<file path="config.mk">
export PLATFORM = sky130hd
export DESIGN_NAME = nsr_bank
export DESIGN_NICKNAME = d
export VERILOG_FILES = /design/src/nsr_pkg.sv /design/src/nsr_bank.sv
export VERILOG_INCLUDE_DIRS = /design/src
export SDC_FILE = /design/constraint.sdc
export NUM_CORES = 1
export LEC_CHECK = 0
export BUFFER_PORTS_ARGS = -buffer_cell sky130_fd_sc_hd__buf_4
export CORE_ASPECT_RATIO = 1.75
export CORE_UTILIZATION = 51
export CTS_CLUSTER_DIAMETER = 120
export DETAILED_ROUTE_END_ITERATION = 8
export GPL_TIMING_DRIVEN = 0
export MAX_ROUTING_LAYER = met4
export PLACE_DENSITY = 0.77
export SLEW_MARGIN = 20
export SYNTH_ARGS = -nofsm -noshare
export SYNTH_HDL_FRONTEND = slang
export SYNTH_SLANG_ARGS = --single-unit
</file>
<file path="constraint.sdc">
create_clock -name clk_sys -period 4.2 [get_ports clk_sys]
set_input_delay 0.84 -clock clk_sys [delete_from_list [all_inputs] [get_ports clk_sys]]
set_output_delay 0.84 -clock clk_sys [all_outputs]
set_load 0.005 [all_outputs]
</file>
<file path="src/nsr_consts.svh">
// Constants of the status and option register bank.
// Assumes inclusion by bare name from the package and the bank module.
`ifndef NSR_CONSTS_SVH
`define NSR_CONSTS_SVH
// ---------------------------------------------------------------
// Register offsets
// ---------------------------------------------------------------
`define NSR_A_COLL_HI   5'h0d
`define NSR_A_COLL      5'h0e
`define NSR_A_STRENGTH  5'h0f
`define NSR_A_OPTIONS   5'h10
`define NSR_A_IRQ_STAT  5'h1c
`define NSR_A_IRQ_MASK  5'h1d
// ---------------------------------------------------------------
// Reset values and field positions
// ---------------------------------------------------------------
`define NSR_RST_BYTE    8'h00
`define NSR_OPT_MASK    8'h3f
`define NSR_IRQ_MASK_W  8'h07
`define NSR_IRQ_POSN    0
`define NSR_IRQ_PULSE   1
`define NSR_IRQ_OSC     2
`define NSR_OPT_PAR     5
`define NSR_OPT_SLOT    4
`define NSR_OPT_BITSTR  3
`define NSR_OPT_FOURB   2
`define NSR_OPT_NORMF   1
`define NSR_OPT_SIX     0
// ---------------------------------------------------------------
// Timing and counts
// ---------------------------------------------------------------
`define NSR_CLK_MHZ     25
`define NSR_OSC_US      200
`define NSR_PULSE_SEVEN 4'h7
`define NSR_PULSE_SIX   4'h6
`define NSR_PULSE_SAT   4'hf
`endif

</file>
<file path="src/nsr_pkg.sv">
// Types shared by the status and option register bank.
// Assumes nothing beyond the constants header.
`include "nsr_consts.svh"
package nsr_pkg;
   // Oscillator settling states.
   typedef enum logic [1:0] {
      NSR_OSC_OFF  = 2'b00,
      NSR_OSC_WAIT = 2'b01,
      NSR_OSC_OK   = 2'b10
   } nsr_osc_e;
   typedef logic [7:0] nsr_byte_t;
endpackage

</file>
<file path="src/nsr_bank.sv">
// Collision position, signal strength and option registers.
// Assumes receive datapath signals share clk_sys; pins are synchronised.
//
// Design decision made here: strobed register access.
`timescale 1ns/100ps
`include "nsr_consts.svh"
module nsr_bank #(
   parameter int OSC_CYC = `NSR_OSC_US * `NSR_CLK_MHZ
) (
   input  wire logic       clk_sys,       // System clock, 25 MHz.
   input  wire logic       reset_n,       // Asynchronous reset.
   input  wire logic       enable_pin,    // Enable pin, asynchronous.
   input  wire logic       osc_run_pin,   // Oscillator running, async.
   input  wire logic [4:0] addr,          // Register address.
   input  wire logic [7:0] wdata,         // Write data.
   input  wire logic       wr,            // Write strobe.
   input  wire logic       rd,            // Read strobe.
   output logic      [7:0] rdata,         // Read data, cycle after rd.
   output logic            irq,           // Level interrupt.
   input  wire logic       pos_event,     // Position capture pulse.
   input  wire logic [9:0] pos_in,        // Bit position of event.
   input  wire logic       typea_mode,    // Type A protocol active.
   input  wire logic       rx_active,     // Reception in progress.
   input  wire logic       tx_start,      // Reader transmit begins.
   input  wire logic       swap_inputs,   // Swap receive inputs.
   input  wire logic       amp_meas,      // Amplitude command active.
   input  wire logic [2:0] env_one,       // Envelope code, input one.
   input  wire logic [2:0] env_two,       // Envelope code, input two.
   input  wire logic [2:0] car_one,       // Carrier code, input one.
   input  wire logic [2:0] car_two,       // Carrier code, input two.
   input  wire logic       sub_pulse,     // Subcarrier pulse seen.
   input  wire logic       bit_end,       // Bit period boundary.
   output logic            coll_detect,   // Pulse threshold exceeded.
   output logic            typea_parity_disable, // Skip parity.
   output logic            slot_grid_long,       // 37.77 us grid.
   output logic            typea_bitstream_tx,   // Direct transmit.
   output logic            four_bit_rx,          // 4-bit replies.
   output logic            normal_framing,       // No broken bytes.
   output logic            six_pulse_sel         // Six pulse limit.
);
   // ---------------------------------------------------------------
   // Elaboration checks
   // ---------------------------------------------------------------
   if (OSC_CYC < 1 || OSC_CYC > 65535) begin : g_bad
      $error("OSC_CYC out of range");
   end

   // ---------------------------------------------------------------
   // Pin synchronisers
   // ---------------------------------------------------------------
   logic [2:0] en_s;
   logic [2:0] osc_s;
   logic       en_q;
   logic       osc_q;
   logic       next_en_q;
   logic       next_osc_q;

   // A change is taken only once the second and third stages agree.
   always_comb begin
      next_en_q  = (en_s[1] == en_s[2]) ? en_s[2] : en_q;
      next_osc_q = (osc_s[1] == osc_s[2]) ? osc_s[2] : osc_q;
   end

   // Shift the pins in; the first stage feeds only the second.
   always_ff @(posedge clk_sys or negedge reset_n) begin
      if (!reset_n) begin
         en_s  <= 3'h0;
         osc_s <= 3'h0;
         en_q  <= 1'b0;
         osc_q <= 1'b0;
      end else begin
         en_s  <= {en_s[1:0], enable_pin};
         osc_s <= {osc_s[1:0], osc_run_pin};
         en_q  <= next_en_q;
         osc_q <= next_osc_q;
      end
   end

   // Enable low acts as a clocked clear of every register except rdata, osc_ok_d and the pin synchronisers.
   logic clr;
   assign clr = !en_q;

   // Address match helpers.
   function automatic logic hit(input logic s, input logic [4:0] a,
                                input logic [4:0] o);
      hit = s && (a == o);
   endfunction

   // ---------------------------------------------------------------
   // Collision position
   // ---------------------------------------------------------------
   logic [9:0] coll_pos;
   logic [9:0] next_coll_pos;

   // A capture in the same cycle as a clearing read wins.
   always_comb begin
      next_coll_pos = coll_pos;
      if (hit(rd, addr, `NSR_A_COLL))
         next_coll_pos = 10'h000;
      if (pos_event) begin
         next_coll_pos[7:0] = pos_in[7:0];
         next_coll_pos[9:8] = typea_mode ? pos_in[9:8] : 2'h0;
      end
      if (clr)
         next_coll_pos = 10'h000;
   end

   always_ff @(posedge clk_sys or negedge reset_n) begin
      if (!reset_n)
         coll_pos <= 10'h000;
      else
         coll_pos <= next_coll_pos;
   end

   // ---------------------------------------------------------------
   // Oscillator settling
   // ---------------------------------------------------------------
   nsr_pkg::nsr_osc_e osc_st;
   nsr_pkg::nsr_osc_e next_osc_st;
   logic [15:0]       osc_cnt;
   logic [15:0]       next_osc_cnt;

   // Counting from the start keeps the ready flag off while settling.
   always_comb begin
      next_osc_st  = osc_st;
      next_osc_cnt = osc_cnt;
      unique case (osc_st)
         nsr_pkg::NSR_OSC_OFF: begin
            next_osc_cnt = 16'h0000;
            if (osc_q)
               next_osc_st = nsr_pkg::NSR_OSC_WAIT;
         end
         nsr_pkg::NSR_OSC_WAIT: begin
            next_osc_cnt = osc_cnt + 16'h0001;
            if (osc_cnt == 16'(OSC_CYC - 1))
               next_osc_st = nsr_pkg::NSR_OSC_OK;
         end
         nsr_pkg::NSR_OSC_OK: begin
            next_osc_cnt = 16'h0000;
         end
         default: begin
            next_osc_st = nsr_pkg::NSR_OSC_OFF;
         end
      endcase
      if (!osc_q || clr) begin
         next_osc_st  = nsr_pkg::NSR_OSC_OFF;
         next_osc_cnt = 16'h0000;
      end
   end

   always_ff @(posedge clk_sys or negedge reset_n) begin
      if (!reset_n) begin
         osc_st  <= nsr_pkg::NSR_OSC_OFF;
         osc_cnt <= 16'h0000;
      end else begin
         osc_st  <= next_osc_st;
         osc_cnt <= next_osc_cnt;
      end
   end

   logic osc_ok;
   assign osc_ok = (osc_st == nsr_pkg::NSR_OSC_OK);

   // ---------------------------------------------------------------
   // Signal strength peak hold
   // ---------------------------------------------------------------
   logic [2:0] main_pk;
   logic [2:0] aux_pk;
   logic [2:0] next_main_pk;
   logic [2:0] next_aux_pk;
   logic [2:0] src_one;
   logic [2:0] src_two;
   logic [2:0] main_src;
   logic [2:0] aux_src;

   // Codes are 3-bit 4 dB steps, so peak compare is plain magnitude.
   always_comb begin
      src_one  = amp_meas ? car_one : env_one;
      src_two  = amp_meas ? car_two : env_two;
      main_src = swap_inputs ? src_two : src_one;
      aux_src  = swap_inputs ? src_one : src_two;
      next_main_pk = main_pk;
      next_aux_pk  = aux_pk;
      if (rx_active || amp_meas) begin
         if (main_src > main_pk)
            next_main_pk = main_src;
         if (aux_src > aux_pk)
            next_aux_pk = aux_src;
      end
      if (tx_start || clr) begin
         next_main_pk = 3'h0;
         next_aux_pk  = 3'h0;
      end
   end

   always_ff @(posedge clk_sys or negedge reset_n) begin
      if (!reset_n) begin
         main_pk <= 3'h0;
         aux_pk  <= 3'h0;
      end else begin
         main_pk <= next_main_pk;
         aux_pk  <= next_aux_pk;
      end
   end

   // ---------------------------------------------------------------
   // Options, pulse counter, interrupt registers
   // ---------------------------------------------------------------
   logic [7:0] opts;
   logic [7:0] next_opts;
   logic [3:0] pcnt;
   logic [3:0] next_pcnt;
   logic [3:0] plim;
   logic       next_coll_detect;
   logic [2:0] ist;
   logic [2:0] next_ist;
   logic [2:0] imask;
   logic [2:0] next_imask;
   logic       osc_ok_d;
   logic [2:0] iset;
   logic [7:0] next_rdata;

   // Status bits are sticky; a set in the clearing read's cycle survives.
   always_comb begin
      next_opts  = opts;
      next_imask = imask;
      if (hit(wr, addr, `NSR_A_OPTIONS))
         next_opts = wdata & `NSR_OPT_MASK;
      if (hit(wr, addr, `NSR_A_IRQ_MASK))
         next_imask = wdata[2:0];
      plim = opts[`NSR_OPT_SIX] ? `NSR_PULSE_SIX
                                : `NSR_PULSE_SEVEN;
      next_pcnt = (sub_pulse && pcnt != `NSR_PULSE_SAT)
                  ? pcnt + 4'h1 : pcnt;
      next_coll_detect = next_pcnt > plim;
      if (bit_end)
         next_pcnt = 4'h0;
      iset = 3'h0;
      iset[`NSR_IRQ_POSN]  = pos_event;
      iset[`NSR_IRQ_PULSE] = next_coll_detect && !coll_detect;
      iset[`NSR_IRQ_OSC]   = osc_ok && !osc_ok_d;
      next_ist = ist;
      if (hit(rd, addr, `NSR_A_IRQ_STAT))
         next_ist = 3'h0;
      next_ist = next_ist | iset;
      if (clr) begin
         next_opts        = `NSR_RST_BYTE;
         next_imask       = 3'h0;
         next_ist         = 3'h0;
         next_pcnt        = 4'h0;
         next_coll_detect = 1'b0;
      end
   end

   // Read mux; unmapped addresses and reserved bits read zero.
   always_comb begin
      next_rdata = `NSR_RST_BYTE;
      if (rd) begin
         unique case (addr)
            `NSR_A_COLL_HI:  next_rdata = {coll_pos[9:8], 6'h00};
            `NSR_A_COLL:     next_rdata = coll_pos[7:0];
            `NSR_A_STRENGTH: next_rdata = {1'b0, osc_ok,
                                           aux_pk, main_pk};
            `NSR_A_OPTIONS:  next_rdata = opts;
            `NSR_A_IRQ_STAT: next_rdata = {5'h00, ist};
            `NSR_A_IRQ_MASK: next_rdata = {5'h00, imask};
            default:         next_rdata = `NSR_RST_BYTE;
         endcase
      end
   end

   always_ff @(posedge clk_sys or negedge reset_n) begin
      if (!reset_n) begin
         opts        <= `NSR_RST_BYTE;
         imask       <= 3'h0;
         ist         <= 3'h0;
         pcnt        <= 4'h0;
         coll_detect <= 1'b0;
         osc_ok_d    <= 1'b0;
         rdata       <= `NSR_RST_BYTE;
         irq         <= 1'b0;
      end else begin
         opts        <= next_opts;
         imask       <= next_imask;
         ist         <= next_ist;
         pcnt        <= next_pcnt;
         coll_detect <= next_coll_detect;
         osc_ok_d    <= osc_ok;
         rdata       <= next_rdata;
         irq         <= |(next_ist & next_imask);
      end
   end

   // Option outputs come straight from the option register flops.
   assign typea_parity_disable = opts[`NSR_OPT_PAR];
   assign slot_grid_long       = opts[`NSR_OPT_SLOT];
   assign typea_bitstream_tx   = opts[`NSR_OPT_BITSTR];
   assign four_bit_rx          = opts[`NSR_OPT_FOURB];
   assign normal_framing       = opts[`NSR_OPT_NORMF];
   assign six_pulse_sel        = opts[`NSR_OPT_SIX];

   // ---------------------------------------------------------------
   // Assertions
   // ---------------------------------------------------------------
   property p_coll_rd_clr;
      @(posedge clk_sys) disable iff (!reset_n)
      rd && addr == `NSR_A_COLL && !pos_event |=> coll_pos == 10'h000;
   endproperty
   a_coll_rd_clr: assert property (p_coll_rd_clr)
      else $error("collision position not cleared by read");

   property p_coll_cap;
      @(posedge clk_sys) disable iff (!reset_n)
      pos_event && en_q |=> coll_pos[7:0] == $past(pos_in[7:0]);
   endproperty
   a_coll_cap: assert property (p_coll_cap)
      else $error("collision position not captured");

   property p_coll_hi;
      @(posedge clk_sys) disable iff (!reset_n)
      rd && addr == `NSR_A_COLL_HI |=> rdata[7:6] == $past(coll_pos[9:8]);
   endproperty
   a_coll_hi: assert property (p_coll_hi)
      else $error("upper position bits misread");

   property p_osc_time;
      @(posedge clk_sys) disable iff (!reset_n)
      $rose(osc_ok) |-> $past(osc_st) == nsr_pkg::NSR_OSC_WAIT
         && $past(osc_cnt) == 16'(OSC_CYC - 1);
   endproperty
   a_osc_time: assert property (p_osc_time)
      else $error("oscillator ready at wrong time");

   property p_tx_clr;
      @(posedge clk_sys) disable iff (!reset_n)
      tx_start |=> main_pk == 3'h0 && aux_pk == 3'h0;
   endproperty
   a_tx_clr: assert property (p_tx_clr)
      else $error("strength not cleared at transmit");

   property p_peak_hold;
      @(posedge clk_sys) disable iff (!reset_n)
      !rx_active && !amp_meas && !tx_start && en_q
         |=> $stable(main_pk) && $stable(aux_pk);
   endproperty
   a_peak_hold: assert property (p_peak_hold)
      else $error("strength changed outside reception");

   property p_aux_swap;
      @(posedge clk_sys) disable iff (!reset_n)
      rx_active && !amp_meas && !tx_start && en_q && swap_inputs
         |=> aux_pk >= $past(env_one);
   endproperty
   a_aux_swap: assert property (p_aux_swap)
      else $error("auxiliary channel not from swapped input");

   property p_main_dflt;
      @(posedge clk_sys) disable iff (!reset_n)
      rx_active && !amp_meas && !tx_start && en_q && !swap_inputs
         |=> main_pk >= $past(env_one);
   endproperty
   a_main_dflt: assert property (p_main_dflt)
      else $error("main channel not from input one");

   property p_thresh;
      @(posedge clk_sys) disable iff (!reset_n)
      coll_detect |-> pcnt > 4'h5 || $past(bit_end);
   endproperty
   a_thresh: assert property (p_thresh)
      else $error("collision flagged below threshold");

   property p_resv;
      @(posedge clk_sys) disable iff (!reset_n)
      rd && addr == `NSR_A_OPTIONS |=> rdata[7:6] == 2'h0;
   endproperty
   a_resv: assert property (p_resv)
      else $error("reserved option bits nonzero");

   c_coll_read: cover property (@(posedge clk_sys) disable iff (!reset_n)
      pos_event ##[1:20] rd && addr == `NSR_A_COLL);
   c_osc_ok: cover property (@(posedge clk_sys) disable iff (!reset_n)
      $rose(osc_ok));
   c_coll_det: cover property (@(posedge clk_sys) disable iff (!reset_n)
      $rose(coll_detect) && six_pulse_sel);
endmodule

</file>
==> impl_metrics.csv <==
group,metric,value,unit
global_routing,grt_pass1_vias,2764,
layout,layout_commonest_cell,"dfrtp_1",
hold_path,hp-class,"reg -> reg",
layout,layout-drive-gt1-share,25.8,%
clock_network,cts_tree,"done",
setup_path,crit_fanout,7,
floorplan,start_util,52.8,%
synthesis,synth_seq_area_share,50.0,%
sta,maxSlewHeadroom,43.8,%
layout,most-common-layout-cells,"dfrtp_1, buf_4, nor2_1, mux2i_1, nand2_1",
sta,worst_pin_slew,0.843,ns
sta,rsz0062_at_grt,"false",
power,p_leak,2.06,nW
clock_network,clock_latency,0.32,ns
global_routing,grt_pass1_wl,12.8,mm
global_routing,grt-ovfl-total,0,
global_routing,antenna_found_initial,0,
floorplan,ioPinCount,65,
clock_network,cts_resized,0,
sta,setup_tns,0,ns
drt,ant_nets,0,
clock_network,hold_buffers,0,
drt,met1_length,2.74,mm
layout,postLayoutCellArea,4290,µm²
layout,area_growth,24.3,%
layout,multi_input_area,1630,µm²
sta,setup_viol,0,
setup_path,worstSetupEndpointType,"flop",
sta,fin_crit,2.46,ns
placed_design,place_congestion,0.783,
run,max_cap_viol_count,0,
placed_design,io_buffers,59,
drt,wl_met2,4.09,mm
setup_path,critPathArrivalTime,2.67,ns
clock_network,cts_buffers,9,
placed_design,hpwl,5.41,mm
drt,wl_per_cell,15.6,µm
synthesis,ys_ff_latch,69,
sta,final.period_utilization,58.6,%
drt,viasPerCell,5.54,
power,vdd_drop_max,0.347,mV
floorplan,die_h,111,µm
synthesis,netlist_instances,312,
placed_design,dpl-instance-area,4000,µm²
power,pwr_density_cell,374,nW/µm²
synthesis,synthArstFlopShare,100,%
clock_network,post_cts_buffers,0,
synthesis,syn-num-nets,370,
clock_network,root_buffer,"clkbuf_16",
clock_network,cts_max_path_buffers,2,
drt,maxUsedRoutingLayer,"met4",
drt,drt_iter0_markers,200,
drt,drc,0,
layout,antenna_cells,0,
sta,max_freq,406,MHz
synthesis,synth_edf_count,0,
setup_path,critPathKind,"in -> reg",
clock_network,clkSinkCount,69,
drt,vias,2597,
layout,fin_nets,440,
synthesis,syn_area,3450,µm²
sta,fin_skew,0.00509,ns
global_routing,grt_max_degree,70,
floorplan,coreArea,6540,µm²
setup_path,worstPathRequired,4.41,ns
sta,hold_viol,0,
floorplan,num_rows,39,
layout,fillers,531,
floorplan,dieWidth,64.2,µm
run_status,status,"finished clean",
sta,fin_hold_ws,0.351,ns
clock_network,cts_htree_levels,3,
synthesis,synthFlopType,"dfrtp_1",
drt,wirelength,7.32,mm
synthesis,yosys_warnings,0,
floorplan,dieArea,7120,µm²
drt,met3_wirelength,217,µm
setup_path,start_kind,"input pin",
sta,slew_violations,0,
clock_network,cts.clk_slew.worst_paths,0.05,ns
global_routing,grt_use_total,24.1,%
synthesis,synth.distinct_cells,51,
synthesis,synth_area_per_cell,11.1,µm²
drt,drt-pass1-iter-count,4,
layout,final-seq-area,1730,µm²
==> kinds of logic (layout without fill, tap and decap cells) <==
family | count (synthesis) | after routing | synth area share [%]
muxes | 32 | 32 | 11.5
AOI/OAI and AO/OA | 49 | 49 | 9.20
and+or+nand+nor | 118 | 118 | 19.3
DFF | 69 | 69 | 50.0
buffers and inverters | 20 | 95 | 2.83
xor gates and xnor gates | 13 | 13 | 3.30
adders and majority gates | 11 | 11 | 3.84
==> critical path, stage by stage <==
cell,delay (ns)
buf_2,0.21
mux4_2,0.55
ha_1,0.30
nor2b_1,0.14
o21a_1,0.16
o21a_1,0.22
mux2i_1,0.18
nor2_1,0.05
==> cell type report <==
class | count | share of cell area, %
multi-input cells | 223 | 37.9
clock inverters | 4 | 1.11
well taps | 82 | 2.39
repair buffers | 59 | 10.3
clock buffers | 12 | 5.74
flip-flops and latches | 69 | 40.2
inverters | 11 | 0.962
plain buffers | 9 | 1.31
==> flip-flops by register name, summed over array words and instances (netlist names), 2 cells and up <==
name and flops:
main_pk 3, en_s 3, imask 3, rdata 8, pcnt 4, osc_s 3
aux_pk 3, coll_pos 10, opts 6, ist 3, osc_st 2, osc_cnt 16
==> cells in the mapped netlist, types with 3 or more instances <==
cell type / instances / area share [%]
clkbuf_1: 3 / 0.33
inv_1: 11 / 1.2
nand2b_1: 6 / 1.1
xor2_1: 10 / 2.5
xnor2_1: 3 / 0.76
nand3_1: 8 / 1.2
nor2b_1: 3 / 0.54
or3_1: 3 / 0.54
buf_2: 3 / 0.43
a21oi_1: 14 / 2.0
ha_1: 9 / 3.3
nand2_1: 23 / 2.5
a22o_1: 8 / 2.0
nand4_1: 4 / 0.72
dfrtp_1: 69 / 50
nor2_1: 44 / 4.8
mux4_2: 6 / 3.9
o21ai_0: 7 / 1.0
o21ai_1: 4 / 0.58
and3_1: 4 / 0.72
o21a_1: 4 / 0.87
o22ai_1: 4 / 0.72
mux2i_1: 24 / 7.0
==> per-layer routing <==
metal | up-vias | global-route usage, %
li1 | 1253 | -
met1 | 1266 | 25.3
met2 | 53 | 41.8
met3 | 25 | 4.73
met4 | 0 | 12.1
met5 | - | -
==> where the power goes <==
group	leakage (nW)	switching, mW	internal [mW]
Sequential	0.935	0.0147	0.685
Combinational	0.980	0.0891	0.0842
Clock	0.143	0.257	0.473
==> through the flow <==
| stage | total power, mW | instances | setup slack (ns) | utilization, % |
|---|---|---|---|---|
| 2_1_floorplan | 0.807 | 312 | 1.54 | - |
| 3_3_place_gp | 0.879 | 453 | 1.45 | 61.2 |
| 3_5_place_dp | 0.885 | 453 | 1.39 | 61.2 |
| 4_1_cts | 1.62 | 469 | 1.73 | 65.7 |
| 5_1_grt | 1.67 | 469 | 1.60 | 65.7 |
| 6_report | 1.60 | 469 | 1.74 | 65.7 |
==> worst paths after layout <==
kind	slack [ns]	from	cells after the start	end
setup / recovery	1.74	amp_meas	8	aux_pk[0]
setup reg to reg	2.13	pcnt[0]	8	irq
hold reg to reg	0.35	osc_s[0]	0	osc_s[1]
min in group asynchronous	0.62	reset_n	1	rdata[5]
max in group asynchronous	3.03	reset_n	1	osc_cnt[7]
hold / removal	0.35	osc_s[0]	0	osc_s[1]
No activity file was read; power rests on OpenSTA's default activity.
